$ cat src/hw/reset_seq_pkg.sv
// Shared constants and types for the reset initialization sequencer
package reset_seq_pkg;
	// Clock rate of clk_in
	localparam int CLK_MHZ = 100;
	localparam int CLK_PERIOD_NS = 10;
	// Least assertion of a reset input, in sync periods
	localparam int IN_MIN_TICKS = 32;
	// Least assertion of the hard and soft reset outputs, in sync periods
	localparam int OUT_ASSERT_TICKS = 512;
	// Least gap from hard negation to soft negation, in sync periods
	localparam int SOFT_GAP_TICKS = 16;
	// Least delay before straps are driven again, in sync periods
	localparam int STRAP_ON_TICKS = 1;
	// Longest time to release the strap pins after hard assertion
	localparam int STRAP_OFF_NS = 4;
	// Rounded down, but never below one cycle
	localparam int STRAP_OFF_CYC = (STRAP_OFF_NS / CLK_PERIOD_NS) < 1 ?
		1 : (STRAP_OFF_NS / CLK_PERIOD_NS);
	// PLL lock bound after the clock is stable
	localparam int PLL_LOCK_US = 100;
	localparam int PLL_LOCK_CYC = PLL_LOCK_US * CLK_MHZ;
	// Counter widths
	localparam int CNT_W = 16;
	localparam int IN_CNT_W = 6;
	// Strap field widths
	localparam int RST_SRC_W = 3;
	// Reset values
	localparam logic [RST_SRC_W-1:0] RST_SRC_RESET = 3'h0;
	localparam logic DIV_STRAP_RESET = 1'h0;

	// Sequencer states
	typedef enum logic [2:0] {
		ST_POR = 3'b000,
		ST_PLL = 3'b001,
		ST_HARD = 3'b010,
		ST_GAP = 3'b011,
		ST_SOFT = 3'b100,
		ST_RUN = 3'b101
	} seq_state_t;
endpackage

$ cat src/hw/reset_req_if.sv
// Carrier between the sequencer and its reset input filter
`timescale 1ns/1ns
interface reset_req_if;
	logic tick; // One cycle per sync clock period
	logic hard_req; // Pulse: hard input held long enough
	logic soft_req; // Pulse: soft input held long enough
	logic por_active; // Level: synchronized power-on reset asserted
	logic por_release; // Pulse: power-on reset just negated

	modport filt (
		input tick,
		output hard_req,
		output soft_req,
		output por_active,
		output por_release
	);
	modport seq (
		output tick,
		input hard_req,
		input soft_req,
		input por_active,
		input por_release
	);
endinterface

$ cat src/hw/reset_init_sequencer.sv
// Reset initialization sequencer: orders hard/soft reset and straps
`timescale 1ns/1ns
module reset_init_sequencer
	import reset_seq_pkg::*;
#(
	parameter int PLL_LOCK_CYCLES = reset_seq_pkg::PLL_LOCK_CYC
) (
	input wire logic clk_in,
	input wire logic rst_n_in,
	input wire logic host_mode_in,
	input wire logic power_on_reset_n_in,
	input wire logic hard_reset_n_in,
	input wire logic soft_reset_n_in,
	input wire logic [reset_seq_pkg::RST_SRC_W-1:0] reset_source_strap_in,
	input wire logic clock_divide_strap_in,
	output logic [reset_seq_pkg::RST_SRC_W-1:0] reset_source_strap_out,
	output logic clock_divide_strap_out,
	output logic strap_oe_out,
	output logic hard_reset_n_out,
	output logic hard_reset_oe_out,
	output logic soft_reset_n_out,
	output logic soft_reset_oe_out,
	output logic pll_locked_out,
	output logic reset_done_out
);
	import reset_seq_pkg::*;

	reset_req_if req ();

	// Reset input synchronizer and length filter
	reset_input_filter u_filter (
		.clk_in(clk_in),
		.rst_n_in(rst_n_in),
		.power_on_reset_n_in(power_on_reset_n_in),
		.hard_reset_n_in(hard_reset_n_in),
		.soft_reset_n_in(soft_reset_n_in),
		.req(req.filt)
	);

	localparam logic [CNT_W-1:0] ASSERT_LAST = CNT_W'(OUT_ASSERT_TICKS - 1);
	localparam logic [CNT_W-1:0] GAP_LAST = CNT_W'(SOFT_GAP_TICKS - 1);
	// One tick more: the first period after entry may be partial
	localparam logic [CNT_W-1:0] HOLD_LAST = CNT_W'(OUT_ASSERT_TICKS);
	localparam logic [CNT_W-1:0] PLL_LAST = CNT_W'(PLL_LOCK_CYCLES - 1);

	seq_state_t state_reg, state_next; // Sequencer state
	logic [CNT_W-1:0] cnt_reg, cnt_next; // Cycles or sync periods
	logic div_reg, div_next; // Half-rate phase for tick
	logic tick_reg, tick_next; // One pulse per sync period
	logic [RST_SRC_W-1:0] src_reg, src_next; // Captured reset source
	logic cdiv_reg, cdiv_next; // Captured clock divide select
	logic strap_oe_reg, strap_oe_next;
	logic hard_n_reg, hard_n_next;
	logic soft_n_reg, soft_n_next;
	logic hard_oe_reg, hard_oe_next; // Drives the hard pin while low
	logic soft_oe_reg, soft_oe_next; // Drives the soft pin while low
	logic pll_reg, pll_next;
	logic done_reg, done_next;

	// Sync period tick; agent mode clk_in already is the sync clock
	always_comb begin
		div_next = !div_reg;
		if (host_mode_in && cdiv_reg) begin
			tick_next = div_reg;
		end else begin
			tick_next = 1'b1;
			div_next = 1'b0;
		end
	end
	assign req.tick = tick_reg;

	// Sequencer next state; power-on overrides all but the captured straps and the tick divider
	always_comb begin
		state_next = state_reg;
		cnt_next = cnt_reg;
		src_next = src_reg;
		cdiv_next = cdiv_reg;
		strap_oe_next = strap_oe_reg;
		hard_n_next = hard_n_reg;
		soft_n_next = soft_n_reg;
		pll_next = pll_reg;
		done_next = 1'b0;
		case (state_reg)
			// Held while power-on reset stands
			ST_POR: begin
				if (req.por_release) begin
					// Straps were set up well before this edge
					src_next = reset_source_strap_in;
					cdiv_next = clock_divide_strap_in;
					state_next = ST_PLL;
					cnt_next = '0;
				end
			end
			// Counts raw cycles: PLL bound is absolute time
			ST_PLL: begin
				if (cnt_reg == PLL_LAST) begin
					pll_next = 1'b1;
					state_next = ST_HARD;
					cnt_next = '0;
				end else begin
					cnt_next = cnt_reg + 16'h0001;
				end
			end
			// Both outputs low for the full count
			ST_HARD: begin
				if (tick_reg) begin
					if (cnt_reg == HOLD_LAST) begin
						hard_n_next = 1'b1;
						state_next = ST_GAP;
						cnt_next = '0;
					end else begin
						cnt_next = cnt_reg + 16'h0001;
					end
				end
			end
			// Hard released; soft still held
			ST_GAP: begin
				if (req.hard_req) begin
					state_next = ST_HARD;
					cnt_next = '0;
					hard_n_next = 1'b0;
					strap_oe_next = 1'b0;
				end else if (tick_reg) begin
					strap_oe_next = 1'b1;
					if (cnt_reg == GAP_LAST) begin
						soft_n_next = 1'b1;
						state_next = ST_RUN;
						done_next = 1'b1;
					end else begin
						cnt_next = cnt_reg + 16'h0001;
					end
				end
			end
			// Soft-only flow from the soft input
			ST_SOFT: begin
				if (req.hard_req) begin
					state_next = ST_HARD;
					cnt_next = '0;
					hard_n_next = 1'b0;
					strap_oe_next = 1'b0;
				end else if (tick_reg) begin
					if (cnt_reg == HOLD_LAST) begin
						soft_n_next = 1'b1;
						state_next = ST_RUN;
						done_next = 1'b1;
					end else begin
						cnt_next = cnt_reg + 16'h0001;
					end
				end
			end
			// Running; hard request wins over soft
			ST_RUN: begin
				if (req.hard_req) begin
					state_next = ST_HARD;
					cnt_next = '0;
					hard_n_next = 1'b0;
					soft_n_next = 1'b0;
					// Same edge as hard assertion, inside the 4 ns bound
					strap_oe_next = 1'b0;
				end else if (req.soft_req) begin
					state_next = ST_SOFT;
					cnt_next = '0;
					soft_n_next = 1'b0;
				end
			end
			default: begin
				state_next = ST_POR;
			end
		endcase
		// Power-on asserted: sequence and outputs back to the start; captured straps and tick divider kept
		if (req.por_active) begin
			state_next = ST_POR;
			cnt_next = '0;
			hard_n_next = 1'b0;
			soft_n_next = 1'b0;
			strap_oe_next = 1'b0;
			pll_next = 1'b0;
			done_next = 1'b0;
		end
		// Enables registered too, so every pin comes from a flip-flop
		hard_oe_next = !hard_n_next;
		soft_oe_next = !soft_n_next;
	end

	// Registers; reset state drives both resets low, straps released
	always_ff @(posedge clk_in or negedge rst_n_in) begin
		if (!rst_n_in) begin
			state_reg <= ST_POR;
			cnt_reg <= '0;
			div_reg <= 1'b0;
			tick_reg <= 1'b0;
			src_reg <= RST_SRC_RESET;
			cdiv_reg <= DIV_STRAP_RESET;
			strap_oe_reg <= 1'b0;
			hard_n_reg <= 1'b0;
			soft_n_reg <= 1'b0;
			hard_oe_reg <= 1'b1;
			soft_oe_reg <= 1'b1;
			pll_reg <= 1'b0;
			done_reg <= 1'b0;
		end else begin
			state_reg <= state_next;
			cnt_reg <= cnt_next;
			div_reg <= div_next;
			tick_reg <= tick_next;
			src_reg <= src_next;
			cdiv_reg <= cdiv_next;
			strap_oe_reg <= strap_oe_next;
			hard_n_reg <= hard_n_next;
			soft_n_reg <= soft_n_next;
			hard_oe_reg <= hard_oe_next;
			soft_oe_reg <= soft_oe_next;
			pll_reg <= pll_next;
			done_reg <= done_next;
		end
	end

	// Outputs, all straight from flip-flops
	assign reset_source_strap_out = src_reg;
	assign clock_divide_strap_out = cdiv_reg;
	assign strap_oe_out = strap_oe_reg;
	assign hard_reset_n_out = hard_n_reg;
	assign hard_reset_oe_out = hard_oe_reg;
	assign soft_reset_n_out = soft_n_reg;
	assign soft_reset_oe_out = soft_oe_reg;
	assign pll_locked_out = pll_reg;
	assign reset_done_out = done_reg;

	// Helper: sync periods while asserted, and since hard negation
	logic [CNT_W-1:0] hard_low_ticks, soft_low_ticks, since_hard_ticks;
	always_ff @(posedge clk_in or negedge rst_n_in) begin
		if (!rst_n_in) begin
			hard_low_ticks <= '0;
			soft_low_ticks <= '0;
			since_hard_ticks <= '0;
		end else begin
			hard_low_ticks <= hard_n_reg ? '0 : hard_low_ticks + 16'(tick_reg);
			soft_low_ticks <= soft_n_reg ? '0 : soft_low_ticks + 16'(tick_reg);
			since_hard_ticks <= !hard_n_reg ? '0 :
				since_hard_ticks + 16'(tick_reg);
		end
	end

	AST_HARD_WIDTH: assert property (@(posedge clk_in) disable iff (!rst_n_in)
		$rose(hard_n_reg) |-> $past(hard_low_ticks) >= ASSERT_LAST)
		else $error("hard reset output too short");
	AST_SOFT_WIDTH: assert property (@(posedge clk_in) disable iff (!rst_n_in)
		$rose(soft_n_reg) && !$past(req.por_active)
		|-> $past(soft_low_ticks) >= ASSERT_LAST)
		else $error("soft reset output too short");
	AST_SOFT_GAP: assert property (@(posedge clk_in) disable iff (!rst_n_in)
		$rose(soft_n_reg) && $past(state_reg) == ST_GAP
		|-> $past(since_hard_ticks) >= GAP_LAST)
		else $error("soft negated too soon after hard");
	AST_STRAP_OFF: assert property (@(posedge clk_in) disable iff (!rst_n_in)
		!hard_n_reg |-> !strap_oe_reg)
		else $error("straps driven during hard reset");
	AST_STRAP_ON: assert property (@(posedge clk_in) disable iff (!rst_n_in)
		$rose(strap_oe_reg) |-> hard_n_reg && $past(hard_n_reg)
		&& $past(tick_reg))
		else $error("straps driven too soon after hard");
	AST_STRAP_CAPTURE: assert property (@(posedge clk_in)
		disable iff (!rst_n_in)
		state_reg == ST_POR && req.por_release && !req.por_active
		|=> src_reg == $past(reset_source_strap_in)
		&& cdiv_reg == $past(clock_divide_strap_in))
		else $error("straps not sampled at power-on release");
	AST_PLL_WAIT: assert property (@(posedge clk_in) disable iff (!rst_n_in)
		$rose(hard_n_reg) |-> pll_reg)
		else $error("left reset before PLL bound");
	AST_TICK_HALF: assert property (@(posedge clk_in) disable iff (!rst_n_in)
		host_mode_in && cdiv_reg && $past(host_mode_in && cdiv_reg)
		&& tick_reg |=> !tick_reg)
		else $error("sync tick not divided in host mode");
endmodule

$ cat src/hw/reset_input_filter.sv
// Synchronizes reset inputs and measures hard and soft assertion length
`timescale 1ns/1ns
module reset_input_filter
	import reset_seq_pkg::*;
(
	input wire logic clk_in,
	input wire logic rst_n_in,
	input wire logic power_on_reset_n_in,
	input wire logic hard_reset_n_in,
	input wire logic soft_reset_n_in,
	reset_req_if.filt req
);
	import reset_seq_pkg::*;

	logic [2:0] meta_reg, meta_next; // First stage, read by second only
	logic [2:0] sync_reg, sync_next; // Second stage: {por, hard, soft}
	logic [IN_CNT_W-1:0] hard_cnt_reg, hard_cnt_next;
	logic [IN_CNT_W-1:0] soft_cnt_reg, soft_cnt_next;
	logic hard_req_reg, hard_req_next;
	logic soft_req_reg, soft_req_next;
	logic por_act_reg, por_act_next;
	logic por_rel_reg, por_rel_next;

	localparam logic [IN_CNT_W-1:0] IN_LAST = IN_CNT_W'(IN_MIN_TICKS - 1);

	// Next values: a glitch shorter than the minimum restarts the count
	always_comb begin
		meta_next = {power_on_reset_n_in, hard_reset_n_in, soft_reset_n_in};
		sync_next = meta_reg;
		hard_cnt_next = hard_cnt_reg;
		soft_cnt_next = soft_cnt_reg;
		hard_req_next = 1'b0;
		soft_req_next = 1'b0;
		// Hard input assertion length, counted in sync periods
		if (sync_reg[1]) begin
			hard_cnt_next = '0;
		end else if (req.tick && hard_cnt_reg != IN_LAST + 6'h01) begin
			hard_cnt_next = hard_cnt_reg + 6'h01;
			hard_req_next = (hard_cnt_reg == IN_LAST);
		end
		// Soft input, same measure
		if (sync_reg[0]) begin
			soft_cnt_next = '0;
		end else if (req.tick && soft_cnt_reg != IN_LAST + 6'h01) begin
			soft_cnt_next = soft_cnt_reg + 6'h01;
			soft_req_next = (soft_cnt_reg == IN_LAST);
		end
		// Power-on level and its release edge
		por_act_next = !sync_reg[2];
		por_rel_next = por_act_reg && sync_reg[2];
	end

	// Registers; synchronizer starts as if inputs were asserted
	always_ff @(posedge clk_in or negedge rst_n_in) begin
		if (!rst_n_in) begin
			meta_reg <= 3'h0;
			sync_reg <= 3'h0;
			hard_cnt_reg <= '0;
			soft_cnt_reg <= '0;
			hard_req_reg <= 1'b0;
			soft_req_reg <= 1'b0;
			por_act_reg <= 1'b1;
			por_rel_reg <= 1'b0;
		end else begin
			meta_reg <= meta_next;
			sync_reg <= sync_next;
			hard_cnt_reg <= hard_cnt_next;
			soft_cnt_reg <= soft_cnt_next;
			hard_req_reg <= hard_req_next;
			soft_req_reg <= soft_req_next;
			por_act_reg <= por_act_next;
			por_rel_reg <= por_rel_next;
		end
	end

	assign req.hard_req = hard_req_reg;
	assign req.soft_req = soft_req_reg;
	assign req.por_active = por_act_reg;
	assign req.por_release = por_rel_reg;

	// A request only after the full count of low periods
	AST_HARD_REQ_LEN: assert property (@(posedge clk_in) disable iff (!rst_n_in)
		hard_req_reg |-> $past(hard_cnt_reg) == IN_LAST && !$past(sync_reg[1]))
		else $error("hard request before minimum assertion");
	// A one-cycle high blip clears the measured length
	AST_GLITCH_CLEAR: assert property (@(posedge clk_in) disable iff (!rst_n_in)
		sync_reg[0] |=> soft_cnt_reg == '0)
		else $error("soft count kept across a glitch");
endmodule

$ cat config.mk
export PLATFORM = sky130hd
export DESIGN_NAME = reset_init_sequencer
export DESIGN_NICKNAME = d
export VERILOG_FILES = /design/src/hw/reset_seq_pkg.sv /design/src/hw/reset_req_if.sv /design/src/hw/reset_init_sequencer.sv /design/src/hw/reset_input_filter.sv
export SDC_FILE = /design/constraint.sdc
export NUM_CORES = 1
export LEC_CHECK = 0
export ABC_AREA = 1
export BUFFER_PORTS_ARGS = -buffer_cell sky130_fd_sc_hd__buf_2
export CAP_MARGIN = 20
export CELL_PAD_IN_SITES_DETAIL_PLACEMENT = 1
export CELL_PAD_IN_SITES_GLOBAL_PLACEMENT = 1
export CORE_ASPECT_RATIO = 0.9
export CORE_MARGIN = 2
export CORE_UTILIZATION = 44
export CTS_CLUSTER_DIAMETER = 50
export DETAILED_ROUTE_END_ITERATION = 8
export PLACE_DENSITY = 0.89
export SLEW_MARGIN = 20
export SYNTH_ARGS = -nofsm -noshare
export SYNTH_HDL_FRONTEND = slang
export SYNTH_SLANG_ARGS = --single-unit
$ cat constraint.sdc
create_clock -name clk_in -period 2.4 [get_ports clk_in]
set_clock_uncertainty 0.1 [all_clocks]
set_input_delay 0.36 -clock clk_in [delete_from_list [all_inputs] [get_ports clk_in]]
set_output_delay 0.36 -clock clk_in [all_outputs]
set_load 0.005 [all_outputs]
# Word-level counts from Yosys, hierarchy flattened
# Cells that the tools add are included.
# totals
regBits	54
latch_bits	0
ramBits	0
rom_bits	0
input_bits	10
output_inout_bits	11
word_cells	139
memories	0
# op_classes
addsub	3
multipliers	0
div	0
order_cmp	0
eq_ne	24
shifts	0
muxes	69
n_bitwise	0
reduce_logical	22
# ops
cell	n
$mux 16	13
$pmux 16 s6	1
$mux 3	13
$mux 1	33
$mux 6	4
$ne 4x2->1 const B	6
$pmux 3 s6	1
$add 16x1->16 const B	1
$eq 16x10->1 const B	1
$eq 16x14->1 const B	1
$eq 16x4->1 const B	1
$add 6x1->6 const B	2
$eq 6x5->1 const B	2
$ne 6x6->1 const B	2
$ne 3x2->1 const B	3
$reduce_and 9->1	1
$reduce_and 8->1	1
$reduce_bool 2->1	4
$reduce_bool 7->1	1
$eq 3x2->1 const B	2
$eq 3x3->1 const B	2
$ne 3x1->1 const B	2
$pmux 1 s2	3
$logic_and 1x1->1	4
other kinds (10)	14

# Depth between registers and ports, before layout
# logic_depth
ltp_word	7
mapped_depth	12
depth_no_buf	12

# Hierarchy
# Synthesis repeated with hierarchy kept, for this count alone.
# hier_totals
cells_unflattened	436
area_unflattened_um2	3211.8
# modules_own_cells
module	n_inst	cells_each	area_per_inst_um2	seq_area_each_um2
reset_init_sequencer	1	322	2203.4	803.3
reset_input_filter	1	114	1008.5	551.8

# Worst setup path before layout
# No wires, ideal clock.
# synth_timing
path_kind	register to register
startpoint	reg u_filter.por_act_reg, in the netlist u_filter.req.por_active
endpoint	reg cnt_reg[3]
setup_time_ns	0.118
arrival_ns	1.443
required_ns	2.182
path_slack_ns	0.739
stages_incl_launch_ff	10
path_buffers	2
period_less_slack_ns	1.661
path_cell_list	dfstp_2 -> buf_2 -> nor2_1 -> nand3_1 -> nand3_1 -> nor2_4 -> nand2_8 -> buf_6 -> nand2_1 -> nand2_1
# synth_between
elab_chain_len	2
elab_cells_between_ends	10
classes_between	7 x eq/ne; 1 x mux; 2 x reduce/logical
# synth_rtl
item	line	rtl
start: declaration	reset_input_filter.sv:21	logic por_act_reg, por_act_next;
start signal: assignment	reset_input_filter.sv:71	por_act_reg <= por_act_next;
$ne 4x2->1 (no line), or another cell as far along	-	
$reduce_and 8->1 (no line)	-	
end signal: assignment	reset_init_sequencer.sv:203	cnt_reg <= cnt_next;
end: declaration	reset_init_sequencer.sv:47	logic [CNT_W-1:0] cnt_reg, cnt_next;
# Parallel ways exist; a longest one is shown, timed or not.
# A chain may end at the register's enable or synchronous reset.

# Worst setup path after layout
# layout_timing
startpoint	reg u_filter.por_act_reg, in the netlist u_filter.req.por_active
endpoint	reg cnt_reg[8]
# The elaborated chain is that of the path after synthesis.

==> impl_metrics.tcl <==
set metrics [dict create \
    status "complete, no violations" \
    ir_worst_vdd_mv 0.3869 \
    p_per_area_nw_per_um2 727.7 \
    grt_overflow 0 \
    yosys.area.top_type_share_pct 42.18 \
    synth_ff_type "dfrtp_1" \
    first_pass_iters 4 \
    ys_types 34 \
    worst_path_most_repeated_cell "nand2_1" \
    layout-drive-gt1-share_pct 12.38 \
    ys_seq_area_share_pct 44.79 \
    insertion_delay_ps 320 \
    netlist_area_um2 3025 \
    critical_path.max_stage_delay_ps 650 \
    grt_max_degree 33 \
    final-hold-violation-count 0 \
    vias 2711 \
    synth_compound_area_share_pct 6.079 \
    cts_tree "done" \
    synth_top_family_by_area "simple AND/OR/NAND/NOR gates" \
    cts_buffer_depth 2 \
    worst_pin_slew_ps 583.1 \
    antenna_found_initial 0 \
    min_to "u_filter.meta_reg[2]" \
    setup_viol 0 \
    drc_errors 0 \
    worstHoldPathCells 1 \
    synthAdderAreaFrac_pct 2.481 \
    worst-endpoint-arrival_ps 2310 \
    syn_inst 400 \
    largest_reg_flops 16 \
    synth-simple-area-share_pct 35.53 \
    avgSynthCellArea_um2 7.564 \
    start_kind "flip-flop" \
    cts_buffers 5 \
    drt-initial-drc-count 131 \
    postRouteAntennaNets 0 \
    dieHeight_um 82.67 \
    die_w_um 91.41 \
    crit_required_ps 2560 \
    hold_class "in2reg" \
    placementRows 28 \
    min_period_ps 2147 \
    syn_nets 416 \
    crit_type "reg2reg" \
    fin_cells 518 \
    coreArea_um2 6621 \
    min_period_over_period_pct 89.44 \
    yosys-top-cells-area "dfrtp_1 42%, nand2_1 16%, nand3_1 7.4%" \
    startpoint "u_filter.req.por_active" \
    async_flop_share_pct 100.0 \
    slowest_stage "dfstp_2" \
    cp-end-kind "flip-flop" \
    reg2reg_slack_ps 250 \
    via_per_inst 5.234 \
    num-nets-final 443 \
    wl_per_cell_um 15.14 \
    r2r-start "u_filter.req.por_active" \
    synthXorXnorAreaFrac_pct 2.895 \
    grt_pass1_wl_um 13310 \
    p_leak_nw 1.734 \
    start_util_pct 45.69 \
    dp_hpwl_um 5964 \
    htree_levels 2 \
    drt-total-wl_um 7845 \
    syn_to_final_growth_pct 10.75 \
    hp-start "power_on_reset_n_in" \
    slew_headroom_pct 61.13 \
    grt_setup_unrepaired "no" \
    fillers 863 \
    io_buffers 20 \
    synth_edf_count 0 \
    fmax_mhz 465.9 \
    dpl.cell_count 509 \
    ios 21 \
    synth-seq-cells 54 \
    r2r_cells 8 \
    setup-tns-final_ps 0 \
    synthMuxAreaShare_pct 1.489 \
    r2r-end "cnt_reg[8]" \
    final_common_cell "nand2_1" \
    gp_congestion 0.8083 \
    cts_sinks 54 \
    crit_chain "inv_1 > nand4_1 > nand3_1 > nor2_4 > nand2_8 > nor2_8 > nand2_1 > nand2_1" \
    slew_violations 0 \
    final_cell_mix "125 x nand2_1, 51 x dfrtp_1, 46 x inv_1, 45 x nand3_1, 40 x nor2_1" \
    synth_warnings 0 \
    n_antenna_cell 0 \
    clkTransAtPathRegs_ps 100 \
    yosys.area.top_type "dfrtp_1" \
    grt_use_total_pct 22.36 \
    first_global_vias 2802 \
    cts-root-buf "clkbuf_8" \
    die-area_um2 7556 \
    maxCapViolations 0 \
    path_max_fanout 19 \
]
## logic make-up after synthesis
| family | count (synthesis) |
|---|---|
| AO/OA/AOI/OAI | 32 |
| XOR/XNOR | 10 |
| adder cells (fa/ha/maj) | 6 |
| buffers and inverters | 52 |
| flip-flops | 54 |
| multiplexers | 4 |
| AND/OR/NAND/NOR | 242 |
## repair_timing
action                                  4_1_cts  5_1_grt
hold endpoints to repair                     21        0
gates resized for setup                       0        0
endpoints found under the setup margin        0        0
hold buffers                                  1        0
setup buffers                                 0        0
## power breakdown
group          internal (mW)  switching, mW  leakage (nW)
registers               1.02          0.113         0.708
clock network          0.233          0.313        0.0472
logic                  0.250          0.508         0.979
## routing by layer
metal / part of all wire, % / global-route usage, % / wire length [µm]
met1: 51 / 30.88 / 3993
met2: 45 / 36.76 / 3506
met3: 3.1 / 3.448 / 247
met4: 1.2 / 6.667 / 98
met5: 0 / 0 / 0
## layout make-up
type | count | area [µm²] | share of cell area [%]
clock buffer | 6 | 82.58 | 2.465
timing repair buffer | 23 | 137.6 | 4.108
clock inverter | 2 | 12.51 | 0.3734
inverter | 49 | 183.9 | 5.489
multi-input combinational | 294 | 1466 | 43.76
sequential | 54 | 1355 | 40.44
tap | 90 | 112.6 | 3.361
## how the worst max path moves through the flow
stage,endpoint,slack (ps)
after floorplan,cnt_reg[3],740
after detailed placement,cnt_reg[8],340
after global routing,cnt_reg[10],130
after global placement,cnt_reg[1],360
final,cnt_reg[8],250
after CTS,cnt_reg[8],270
## through the flow
stage | power [mW] | utilization [%] | hold slack [ps] | area, µm² | setup slack (ps)
after global placement | 1.847 | 49.02 | 233.4 | 3246 | 362.9
after global routing | 2.593 | 50.60 | 19.19 | 3351 | 132.7
after detailed placement | 1.905 | 49.02 | 249.0 | 3246 | 337.7
final | 2.438 | 50.60 | 36.11 | 3351 | 253.5
after CTS | 2.459 | 50.60 | 27.78 | 3351 | 269.0
after floorplan | 1.654 | - | -35.59 | 3025 | 738.7
## cells in the mapped netlist, types with 2 or more instances
cell      number
nor2_2         5
xor2_1         9
o21ai_0       10
a31oi_1        3
ha_1           6
o21a_1         2
nand3b_1       2
dfstp_2        3
a21oi_1       10
nand3_1       45
inv_1         46
inv_2          3
nand2_1      125
nor2_1        40
nand2_2        4
nand4_1        9
o21ai_1        2
dfrtp_1       51
nor3_1         7
mux2_2         4
## worst max-delay path, delay by kind of cell (launching register included)
family | cells | cell delay (ps)
flip-flops | 1 | 650
buffers and inverters | 1 | 270
AND/OR/NAND/NOR | 7 | 1070
(Power assumes the default switching activity.)
